File: config.mk
export PLATFORM = sky130hd
export DESIGN_NAME = crfs_top
export DESIGN_NICKNAME = d
export VERILOG_FILES = /design/src/rtl/crfs_pkg.sv /design/src/rtl/crfs_state_if.sv /design/src/rtl/crfs_state_encoder.sv /design/src/rtl/crfs_flag_cell.sv /design/src/rtl/crfs_top.sv
export SDC_FILE = /design/constraint.sdc
export NUM_CORES = 1
export LEC_CHECK = 0
export BUFFER_PORTS_ARGS = -buffer_cell sky130_fd_sc_hd__buf_2
export CORE_MARGIN = 5
export CORE_UTILIZATION = 39
export CTS_CLUSTER_SIZE = 12
export DETAILED_ROUTE_END_ITERATION = 6
export PLACE_DENSITY = 0.77
export SLEW_MARGIN = 15
export SYNTH_ARGS = -nofsm -noshare
export SYNTH_HDL_FRONTEND = slang
export SYNTH_SLANG_ARGS = --single-unit
File: constraint.sdc
create_clock -name clk_sys_i -period 1.4 [get_ports clk_sys_i]
set_input_delay 0.28 -clock clk_sys_i [delete_from_list [all_inputs] [get_ports clk_sys_i]]
set_output_delay 0.28 -clock clk_sys_i [all_outputs]
set_load 0.05 [all_outputs]
File: src/rtl/crfs_pkg.sv
// Purpose: shared constants of the receive flag and bus state block
// Assumes: byte addresses on a 32-bit Avalon-MM slave, data in the low byte
// Notes: bus state codes are two-bit fields reported in the flag register
package crfs_pkg;
	localparam logic [3:0] CRFS_OFF_FLAGS = 4'h0;
	localparam logic [3:0] CRFS_OFF_ENABLES = 4'h4;
	localparam logic [3:0] CRFS_OFF_CONTROL = 4'h8;
	localparam logic [3:0] CRFS_OFF_STATUS = 4'hc;

	localparam int CRFS_WAKE_BIT = 7;
	localparam int CRFS_CHANGE_BIT = 6;
	localparam int CRFS_RX_LSB = 4;
	localparam int CRFS_TX_LSB = 2;
	localparam int CRFS_CTL_INIT_BIT = 0;
	localparam int CRFS_CTL_WAKE_EN_BIT = 1;
	localparam int CRFS_STS_ACK_BIT = 0;
	localparam int CRFS_STS_SLEEP_BIT = 1;
	localparam int CRFS_NUM_FLAGS = 2;

	localparam logic [1:0] CRFS_ENABLES_RESET = 2'h0;
	localparam logic [1:0] CRFS_CONTROL_RESET = 2'h0;
	localparam logic [1:0] CRFS_STATE_RESET = 2'h0;

	localparam logic [1:0] CRFS_ST_OK = 2'h0;
	localparam logic [1:0] CRFS_ST_WARN = 2'h1;
	localparam logic [1:0] CRFS_ST_ERR = 2'h2;
	localparam logic [1:0] CRFS_ST_BUS_OFF = 2'h3;

	localparam int CRFS_WARN_LIMIT = 96;
	localparam int CRFS_ERR_LIMIT = 128;
	localparam int CRFS_BUS_OFF_LIMIT = 256;
endpackage

File: src/rtl/crfs_state_if.sv
// Purpose: carries live bus state codes from the encoder to the flag logic
// Assumes: single clock domain
// Notes: codes are registered at the source
`timescale 1ns/100ps
interface crfs_state_if;
	logic [1:0] rx_state;
	logic [1:0] tx_state;
	modport src (output rx_state, output tx_state);
	modport dst (input rx_state, input tx_state);
endinterface

File: src/rtl/crfs_state_encoder.sv
// Purpose: maps error counters onto receiver and transmitter bus state codes
// Assumes: counters synchronous to clk_sys_i
// Notes: one cycle of latency; codes keep tracking during init mode
`timescale 1ns/100ps
module crfs_state_encoder
	import crfs_pkg::*;
#(
	parameter int RX_CNT_W = 8,
	parameter int TX_CNT_W = 9
) (
	input wire logic clk_sys_i,
	input wire logic reset_i,
	input wire logic [RX_CNT_W-1:0] rx_err_count_i,
	input wire logic [TX_CNT_W-1:0] tx_err_count_i,
	crfs_state_if.src state_o
);
	logic [1:0] rx_q;
	logic [1:0] tx_q;
	logic [1:0] rx_d;
	logic [1:0] tx_d;
	logic bus_off;

	assign bus_off = 32'(tx_err_count_i) >= CRFS_BUS_OFF_LIMIT;

	always_comb begin
		if (bus_off) begin
			rx_d = CRFS_ST_BUS_OFF;
		end else if (tx_q == CRFS_ST_BUS_OFF) begin
			rx_d = CRFS_ST_OK;
		end else if (32'(rx_err_count_i) >= CRFS_ERR_LIMIT) begin
			rx_d = CRFS_ST_ERR;
		end else if (32'(rx_err_count_i) >= CRFS_WARN_LIMIT) begin
			rx_d = CRFS_ST_WARN;
		end else begin
			rx_d = CRFS_ST_OK;
		end
		if (bus_off) begin
			tx_d = CRFS_ST_BUS_OFF;
		end else if (32'(tx_err_count_i) >= CRFS_ERR_LIMIT) begin
			tx_d = CRFS_ST_ERR;
		end else if (32'(tx_err_count_i) >= CRFS_WARN_LIMIT) begin
			tx_d = CRFS_ST_WARN;
		end else begin
			tx_d = CRFS_ST_OK;
		end
	end

	always_ff @(posedge clk_sys_i) begin
		if (reset_i) begin
			rx_q <= CRFS_STATE_RESET;
			tx_q <= CRFS_STATE_RESET;
		end else begin
			rx_q <= rx_d;
			tx_q <= tx_d;
		end
	end

	assign state_o.rx_state = rx_q;
	assign state_o.tx_state = tx_q;
endmodule

File: src/rtl/crfs_flag_cell.sv
// Purpose: one hardware-set, write-one-to-clear flag
// Assumes: set, clear and condition are single-cycle synchronous terms
// Notes: a set in the clear cycle wins so no event is lost
`timescale 1ns/100ps
module crfs_flag_cell (
	input wire logic clk_sys_i,
	input wire logic reset_i,
	input wire logic hold_i,
	input wire logic set_i,
	input wire logic clear_i,
	input wire logic cond_i,
	output logic flag_o
);
	logic flag_q;

	always_ff @(posedge clk_sys_i) begin
		if (reset_i || hold_i) begin
			flag_q <= 1'b0;
		end else if (set_i) begin
			flag_q <= 1'b1;
		end else if (clear_i && !cond_i) begin
			flag_q <= 1'b0;
		end
	end

	assign flag_o = flag_q;
endmodule

File: src/rtl/crfs_top.sv
// Purpose: receive flag register, bus state fields and interrupt requests
// Assumes: error counters, sleep mode and bus activity come from the controller core
// Notes: every access takes exactly one wait cycle on the bus
//
// The address map and the Avalon-MM slave port were decided locally.
`timescale 1ns/100ps
module crfs_top
	import crfs_pkg::*;
#(
	parameter int RX_CNT_W = 8,
	parameter int TX_CNT_W = 9
) (
	input wire logic clk_sys_i,
	input wire logic reset_i,
	input wire logic [3:0] avs_address_i,
	input wire logic avs_read_i,
	input wire logic avs_write_i,
	input wire logic [31:0] avs_writedata_i,
	input wire logic [3:0] avs_byteenable_i,
	output logic [31:0] avs_readdata_o,
	output logic avs_waitrequest_o,
	input wire logic [RX_CNT_W-1:0] rx_err_count_i,
	input wire logic [TX_CNT_W-1:0] tx_err_count_i,
	input wire logic sleep_mode_i,
	input wire logic bus_activity_i,
	output logic wake_irq_o,
	output logic error_irq_o
);
	if (RX_CNT_W < 8 || TX_CNT_W < 9) begin : g_bad_width
		$error("counter widths too narrow for the bus state bands");
	end

	crfs_state_if live_if ();

	logic wait_q;
	logic [31:0] rdata_q;
	logic [31:0] rdata_d;
	logic [1:0] enables_q;
	logic [1:0] control_q;
	logic init_ack_q;
	logic [1:0] rx_rep_q;
	logic [1:0] tx_rep_q;
	logic wake_irq_q;
	logic error_irq_q;
	logic wr_fire;
	logic lane0;
	logic init_mode;
	logic flag_writable;
	logic state_change;
	logic wake_cond;
	logic [CRFS_NUM_FLAGS-1:0] flags;
	logic [CRFS_NUM_FLAGS-1:0] flag_set;
	logic [CRFS_NUM_FLAGS-1:0] flag_cond;
	logic [CRFS_NUM_FLAGS-1:0] flag_clr;
	logic [7:0] flags_byte;

	crfs_state_encoder #(
		.RX_CNT_W(RX_CNT_W),
		.TX_CNT_W(TX_CNT_W)
	) u_encoder (
		.clk_sys_i(clk_sys_i),
		.reset_i(reset_i),
		.rx_err_count_i(rx_err_count_i),
		.tx_err_count_i(tx_err_count_i),
		.state_o(live_if)
	);

	// write lands on the edge where waitrequest is seen low
	assign wr_fire = avs_write_i && !wait_q;
	assign lane0 = avs_byteenable_i[0];

	// init request bit and its acknowledge both high is init mode
	assign init_mode = control_q[CRFS_CTL_INIT_BIT] && init_ack_q;
	assign flag_writable = !control_q[CRFS_CTL_INIT_BIT] && !init_ack_q;

	assign wake_cond = sleep_mode_i && bus_activity_i && control_q[CRFS_CTL_WAKE_EN_BIT];
	assign state_change = !flags[0] &&
		(live_if.rx_state != rx_rep_q || live_if.tx_state != tx_rep_q);

	assign flag_set[1] = wake_cond;
	assign flag_cond[1] = wake_cond;
	assign flag_set[0] = state_change;
	assign flag_cond[0] = state_change;

	genvar gi;
	generate
		for (gi = 0; gi < CRFS_NUM_FLAGS; gi++) begin : g_flag
			assign flag_clr[gi] = wr_fire && lane0 && flag_writable &&
				avs_address_i == CRFS_OFF_FLAGS &&
				avs_writedata_i[CRFS_CHANGE_BIT + gi];
			crfs_flag_cell u_cell (
				.clk_sys_i(clk_sys_i),
				.reset_i(reset_i),
				.hold_i(init_mode),
				.set_i(flag_set[gi]),
				.clear_i(flag_clr[gi]),
				.cond_i(flag_cond[gi]),
				.flag_o(flags[gi])
			);
		end
	endgenerate

	// fields track only when no change pending
	always_ff @(posedge clk_sys_i) begin
		if (reset_i) begin
			rx_rep_q <= CRFS_STATE_RESET;
			tx_rep_q <= CRFS_STATE_RESET;
		end else if (!flags[0]) begin
			rx_rep_q <= live_if.rx_state;
			tx_rep_q <= live_if.tx_state;
		end
	end

	always_ff @(posedge clk_sys_i) begin
		if (reset_i) begin
			enables_q <= CRFS_ENABLES_RESET;
		end else if (wr_fire && lane0 && avs_address_i == CRFS_OFF_ENABLES) begin
			enables_q <= avs_writedata_i[CRFS_WAKE_BIT:CRFS_CHANGE_BIT];
		end
	end

	always_ff @(posedge clk_sys_i) begin
		if (reset_i) begin
			control_q <= CRFS_CONTROL_RESET;
		end else if (wr_fire && lane0 && avs_address_i == CRFS_OFF_CONTROL) begin
			control_q <= avs_writedata_i[1:0];
		end
	end

	// acknowledge follows the request one cycle later
	always_ff @(posedge clk_sys_i) begin
		if (reset_i) begin
			init_ack_q <= 1'b0;
		end else begin
			init_ack_q <= control_q[CRFS_CTL_INIT_BIT];
		end
	end

	always_ff @(posedge clk_sys_i) begin
		if (reset_i) begin
			wake_irq_q <= 1'b0;
			error_irq_q <= 1'b0;
		end else begin
			wake_irq_q <= flags[1] && enables_q[1];
			error_irq_q <= flags[0] && enables_q[0];
		end
	end

	always_comb begin
		flags_byte = 8'h00;
		flags_byte[CRFS_WAKE_BIT] = flags[1];
		flags_byte[CRFS_CHANGE_BIT] = flags[0];
		flags_byte[CRFS_RX_LSB +: 2] = rx_rep_q;
		flags_byte[CRFS_TX_LSB +: 2] = tx_rep_q;
	end

	always_comb begin
		rdata_d = 32'h0000_0000;
		case (avs_address_i)
			CRFS_OFF_FLAGS: begin
				rdata_d[7:0] = flags_byte;
			end
			CRFS_OFF_ENABLES: begin
				rdata_d[CRFS_WAKE_BIT:CRFS_CHANGE_BIT] = enables_q;
			end
			CRFS_OFF_CONTROL: begin
				rdata_d[1:0] = control_q;
			end
			CRFS_OFF_STATUS: begin
				rdata_d[CRFS_STS_ACK_BIT] = init_ack_q;
				rdata_d[CRFS_STS_SLEEP_BIT] = sleep_mode_i;
			end
			default: begin
				rdata_d = 32'h0000_0000;
			end
		endcase
	end

	// one wait cycle per access keeps read data registered
	always_ff @(posedge clk_sys_i) begin
		if (reset_i) begin
			wait_q <= 1'b1;
		end else begin
			wait_q <= !((avs_read_i || avs_write_i) && wait_q);
		end
	end

	always_ff @(posedge clk_sys_i) begin
		if (reset_i) begin
			rdata_q <= 32'h0000_0000;
		end else if (avs_read_i && wait_q) begin
			rdata_q <= rdata_d;
		end
	end

	assign avs_readdata_o = rdata_q;
	assign avs_waitrequest_o = wait_q;
	assign wake_irq_o = wake_irq_q;
	assign error_irq_o = error_irq_q;
endmodule

# Yosys cells after proc, flatten, opt, wreduce, memory -nomap -nowiden
# Cells that the tools add are included.
dict set report totals {
  ff_bits 26
  output_inout_bits 35
  elab_cells 70
}
dict set report op_classes {
  magnitude_cmp 5
  n_eq_ne 6
  muxes 14
  reduce_logical 32
}
# op n
set op_table {}
lappend op_table {{$logic_and 1x1->1} 19}
lappend op_table {{$mux 2} 5}
lappend op_table {{$ge 9x7->1 const B} 1}
lappend op_table {{$ge 9x8->1 const B} 1}
lappend op_table {{$ge 9x9->1 const B} 1}
lappend op_table {{$eq 4x4->1 const B} 2}
lappend op_table {{$ge 8x7->1 const B} 1}
lappend op_table {{$ge 8x8->1 const B} 1}
lappend op_table {{$pmux 2 s2} 2}
lappend op_table {{$logic_not 1->1} 7}
lappend op_table {{$mux 1} 6}
lappend op_table {{$eq 4x3->1 const B} 1}
lappend op_table {{$logic_not 4->1} 1}
lappend op_table {{$mux 4} 1}
lappend op_table {{$ne 2x2->1} 2}
lappend op_table {{$reduce_bool 2->1} 2}
lappend op_table {{$logic_or 1x1->1} 3}
lappend op_table {{$eq 2x2->1 const B} 1}

# Longest topological paths before layout
dict set report depth {
  word_depth 9
  mapped_depth 5
  mapped_depth_nobuf 4
}

# By module
# Synthesis repeated with hierarchy kept, for this count alone.
dict set report unflattened {
  hier_cells 142
  area_unflattened_um2 1320.0
}
# module n_inst cells_per_inst area_per_inst_um2
set modules_own_cells {}
lappend modules_own_cells {crfs_top 1 120 1091.0}
lappend modules_own_cells {crfs_state_encoder 1 14 141.4}
lappend modules_own_cells {crfs_flag_cell 2 4 43.8}

# Worst setup path before layout
# No wires, ideal clock.
dict set report synth_timing {
  kind {reg-to-reg}
  startpoint {register wait_q, in the netlist avs_waitrequest_o}
  endpoint {register rdata_q[0], in the netlist avs_readdata_o[0]}
  setup_ps 65
  arrival_time_ps 1384
  t_required_ps 1335
  slack_ps -50
  stages_incl_launch_ff 6
  path_buffers 1
  cell_sequence {dfxtp_1 -> nand2_1 -> clkbuf_1 -> nor3_1 -> a21oi_1 -> nor2_1}
}
dict set report synth_between {
  elab_chain_len 1
}
# element line
set synth_rtl {}
lappend synth_rtl {{start, declared} crfs_top.sv:35} ;# logic wait_q;
lappend synth_rtl {{start signal, assigned} crfs_top.sv:184} ;# wait_q <= !((avs_read_i || avs_write_i) && wait_q);
lappend synth_rtl {{$logic_and 1x1->1} crfs_top.sv:191} ;# end else if (avs_read_i && wait_q) begin
lappend synth_rtl {{end signal, assigned} crfs_top.sv:192} ;# rdata_q <= rdata_d;
lappend synth_rtl {{end, declared} crfs_top.sv:36} ;# logic [31:0] rdata_q;
# Every way passes these cells.
# A chain may end at the register's enable or synchronous reset.

# Final worst setup path
dict set report layout_timing {
  startpoint {register wait_q, in the netlist avs_waitrequest_o}
  endpoint {register g_flag[0].u_cell.flag_q}
}
dict set report layout_between {
  elab_chain_len 8
}
# element line
set layout_rtl {}
lappend layout_rtl {{$logic_not 1->1} crfs_top.sv:69} ;# assign wr_fire = avs_write_i && !wait_q;
lappend layout_rtl {{$logic_and 1x1->1} crfs_top.sv:69}
lappend layout_rtl {{$logic_and 1x1->1 (3 in a row)} crfs_top.sv:88} ;# assign flag_clr[gi] = wr_fire && lane0 && flag_writable &&
lappend layout_rtl {{$logic_and 1x1->1} crfs_top.sv:89} ;# avs_address_i == CRFS_OFF_FLAGS &&
lappend layout_rtl {{$logic_and 1x1->1} crfs_flag_cell.sv:21} ;# end else if (clear_i && !cond_i) begin
lappend layout_rtl {{$reduce_bool 2->1 (no line)} -}
lappend layout_rtl {{end signal, assigned} crfs_flag_cell.sv:18} ;# flag_q <= 1'b0;
lappend layout_rtl {{end signal, assigned} crfs_flag_cell.sv:20} ;# flag_q <= 1'b1;
lappend layout_rtl {{end signal, assigned} crfs_flag_cell.sv:22} ;# flag_q <= 1'b0;
lappend layout_rtl {{end, declared} crfs_flag_cell.sv:14} ;# logic flag_q;
# Every way passes these cells.

==> flow_summary.yaml <==
global_route:
  grt_pass1_wl_um: 3570
  grtUsageTotal: 0.104
  overflow: 0
  grt_max_degree: 15
  grt_antenna_before_repair: 0
  grt_pass1_vias: 870
clock_tree:
  tritoncts: "done"
  cts_buffers: 3
  cts_buffer_depth: 2
  hold_buffers: 0
  cts-root-buf: "clkbuf_4"
  htree_levels: 1
  post_cts_buffers: 0
  clk_latency_ns: 0.31
  clock_sinks: 26
  clk_pin_slew_ns: 0.13
  post_cts_resize_count: 0
worst_setup_path:
  crit-reg2reg-launch: "avs_waitrequest_o$_SDFF_PP1_"
  worst-path-buf-inv: 0
  timing.rr.end: "g_flag[0].u_cell.flag_o$_SDFFE_PP0P_"
  worst-path-stages: 4
  r2r_slack_ns: 0.13
  critical_path_peak_fanout: 4
  crit_start: "avs_waitrequest_o$_SDFF_PP1_"
  cp.required_ns: 1.63
  crit_family: "simple AND/OR/NAND/NOR gates"
  crit_chain: "nand3b_1 -> nor4b_4 -> nand3_1 -> and3_1"
  slowest_stage: "dfxtp_2"
  max_stage_delay_ns: 0.35
  cp-endpoint: "g_flag[0].u_cell.flag_o$_SDFFE_PP0P_"
  arrival_ns: 1.50
  crit_path_start_kind: "flop"
  crit_path_end_kind: "flop"
  rr_worst_depth: 4
  worstSetupPathType: "flop to flop"
power:
  power.internal_w: 0.000933
  seq_power_share: 0.566
  p_sw_w: 0.000441
  p_leak_nw: 0.674
  ir_drop_v: 0.000508
  combPwrFrac: 0.214
  p_per_area_mw_per_mm2: 975
  switching_share: 0.321
  clock_power_share: 0.221
layout:
  final_util: 0.461
  final_cell_mix: "buf_2 (32), dfxtp_1 (25), conb_1 (24)"
  drive_above_1_share: 0.282
  fin_area_mm2: 0.00141
  final_common_cell: "buf_2"
  diodes: 0
  area_growth_pct: 14.3
  nNetsFinal: 235
timing:
  skew_ns: 0.0105
  fmax_mhz: 786
  hold_viol_final: 0
  fin_crit_sh: 0.908
  rsz0062_at_grt: "false"
  setup_viol: 0
  drv_slew: 0
  min_period_ns: 1.27
routing:
  vias: 949
  via_per_inst: 4.43
  wl_per_cell_um: 10.9
  wirelength_um: 2320
  drc_errors: 0
  drt_iter0_drc: 34
  dr.pass1.iters: 3
  detail-route-antenna-nets: 0
placed_design:
  routabilityCongestion: 0.750
  portBuffers: 32
  dpl_cell_area_mm2: 0.00139
  dp_hpwl_um: 1870
synth:
  syn_avg_cell_area_um2: 9.20
  ys_ff_latch: 26
  ys_warn_count: 0
  synth_cells: 134
  synth_area_mm2: 0.00123
  synth.distinct_cells: 28
  synth_seq_area_share: 0.422
hold_path:
  hold_class: "input pin to flop"
die:
  boundaryPins: 98
  die_area_mm2: 0.00438
  num_rows: 20
  start_util: 0.404
  dieWidth_um: 66.2
  core_mm2: 0.00305
  die_height_um: 66.2
flow_run:
  cap_violations: 0
outcome:
  status: "finished clean"
-- per-layer routing --
layer | part of all wire | global-route usage | vias up
met2 | 0.49 | 0.176 | 34
met3 | 0.085 | 0.0357 | 2
li1 | - | - | 475
met4 | 0.0056 | 0.0305 | 0
met5 | 0 | 0 | -
met1 | 0.42 | 0.122 | 438
-- area by class of cell --
type	count	area [um2]
fill	326	1640
multi-input combinational	98	582
sequential	26	522
timing repair buffer	39	213
tap	44	55.1
clock buffer	3	22.5
inverter	4	15.0
-- power groups by stage --
stage                     sequential [W]  combinational [W]  clock (W)
after global placement          0.000792           0.000289          0
final                           0.000777           0.000293   0.000303
after CTS                       0.000777           0.000293   0.000323
after floorplan                 0.000800           0.000271          0
after detailed placement        0.000794           0.000292          0
after global routing            0.000781           0.000312   0.000344
-- metrics by stage --
| stage | setup TNS, ns | setup WS, ns | hold slack (ns) | std cells | power (W) |
|---|---|---|---|---|---|
| floorplan | 0 | 0.0727 | 0.352 | 157 | 0.00107 |
| global placement | -0.517 | -0.0957 | 0.416 | 211 | 0.00108 |
| detailed placement | -0.626 | -0.0923 | 0.415 | 211 | 0.00109 |
| CTS | 0 | 0.131 | 0.139 | 214 | 0.00139 |
| global route | 0 | 0.0329 | 0.138 | 214 | 0.00144 |
| finish | 0 | 0.129 | 0.148 | 214 | 0.00137 |
-- flip-flops by register name, indices dropped and copies added, names as in the netlist --
register                    cells
avs_readdata_o                  8
control_q                       2
enables_q                       2
g_flag.u_cell.flag_o            2
rx_rep_q                        2
tx_rep_q                        2
u_encoder.state_o.rx_state      2
u_encoder.state_o.tx_state      2
avs_waitrequest_o               1
error_irq_o                     1
init_ack_q                      1
wake_irq_o                      1
-- cells by family after synthesis --
group	count (synthesis)	share of synthesized area
xor gates and xnor gates	4	0.0284
other	1	0.00304
AOI/OAI and AO/OA	15	0.0792
buffers and inverters	33	0.176
and+or+nand+nor	43	0.194
muxes	12	0.0975
DFF	26	0.422
-- Yosys cell counts (all sizes together) --
| library cell | count | share of area |
|---|---|---|
| clkbuf | 3 | 0.0091 |
| nor2 | 22 | 0.067 |
| a41oi | 1 | 0.0071 |
| a22oi | 4 | 0.024 |
| a31oi | 1 | 0.0051 |
| a21boi | 1 | 0.0061 |
| buf | 26 | 0.15 |
| o211ai | 1 | 0.0061 |
| nor4b | 1 | 0.019 |
| inv | 4 | 0.012 |
| nand3b | 1 | 0.0061 |
| or3 | 1 | 0.0091 |
| nor3 | 7 | 0.041 |
| mux2i | 12 | 0.097 |
| or3b | 1 | 0.0071 |
| o21a | 1 | 0.0061 |
| nand3 | 1 | 0.0041 |
| dfxtp | 26 | 0.42 |
| nand2 | 3 | 0.0091 |
| and3 | 4 | 0.020 |
| conb | 1 | 0.0030 |
| or4 | 1 | 0.0061 |
| xor2 | 2 | 0.014 |
| xnor2 | 2 | 0.014 |
| a21oi | 6 | 0.024 |
| nor2b | 1 | 0.0051 |
-- worst min path at each step --
stage / start / endpoint / slack, ns / depth (start not counted)
3_3_place_gp: avs_waitrequest_o$_SDFF_PP1_ / avs_waitrequest_o$_SDFF_PP1_ / 0.42 / 1
5_1_grt: avs_read_i / avs_waitrequest_o$_SDFF_PP1_ / 0.14 / 2
3_5_place_dp: avs_waitrequest_o$_SDFF_PP1_ / avs_waitrequest_o$_SDFF_PP1_ / 0.41 / 1
4_1_cts: avs_read_i / avs_waitrequest_o$_SDFF_PP1_ / 0.14 / 2
6_report: avs_read_i / avs_waitrequest_o$_SDFF_PP1_ / 0.15 / 2
2_1_floorplan: reset_i / init_ack_q$_SDFF_PP0_ / 0.35 / 1
No activity file was read; power rests on OpenSTA's default activity.
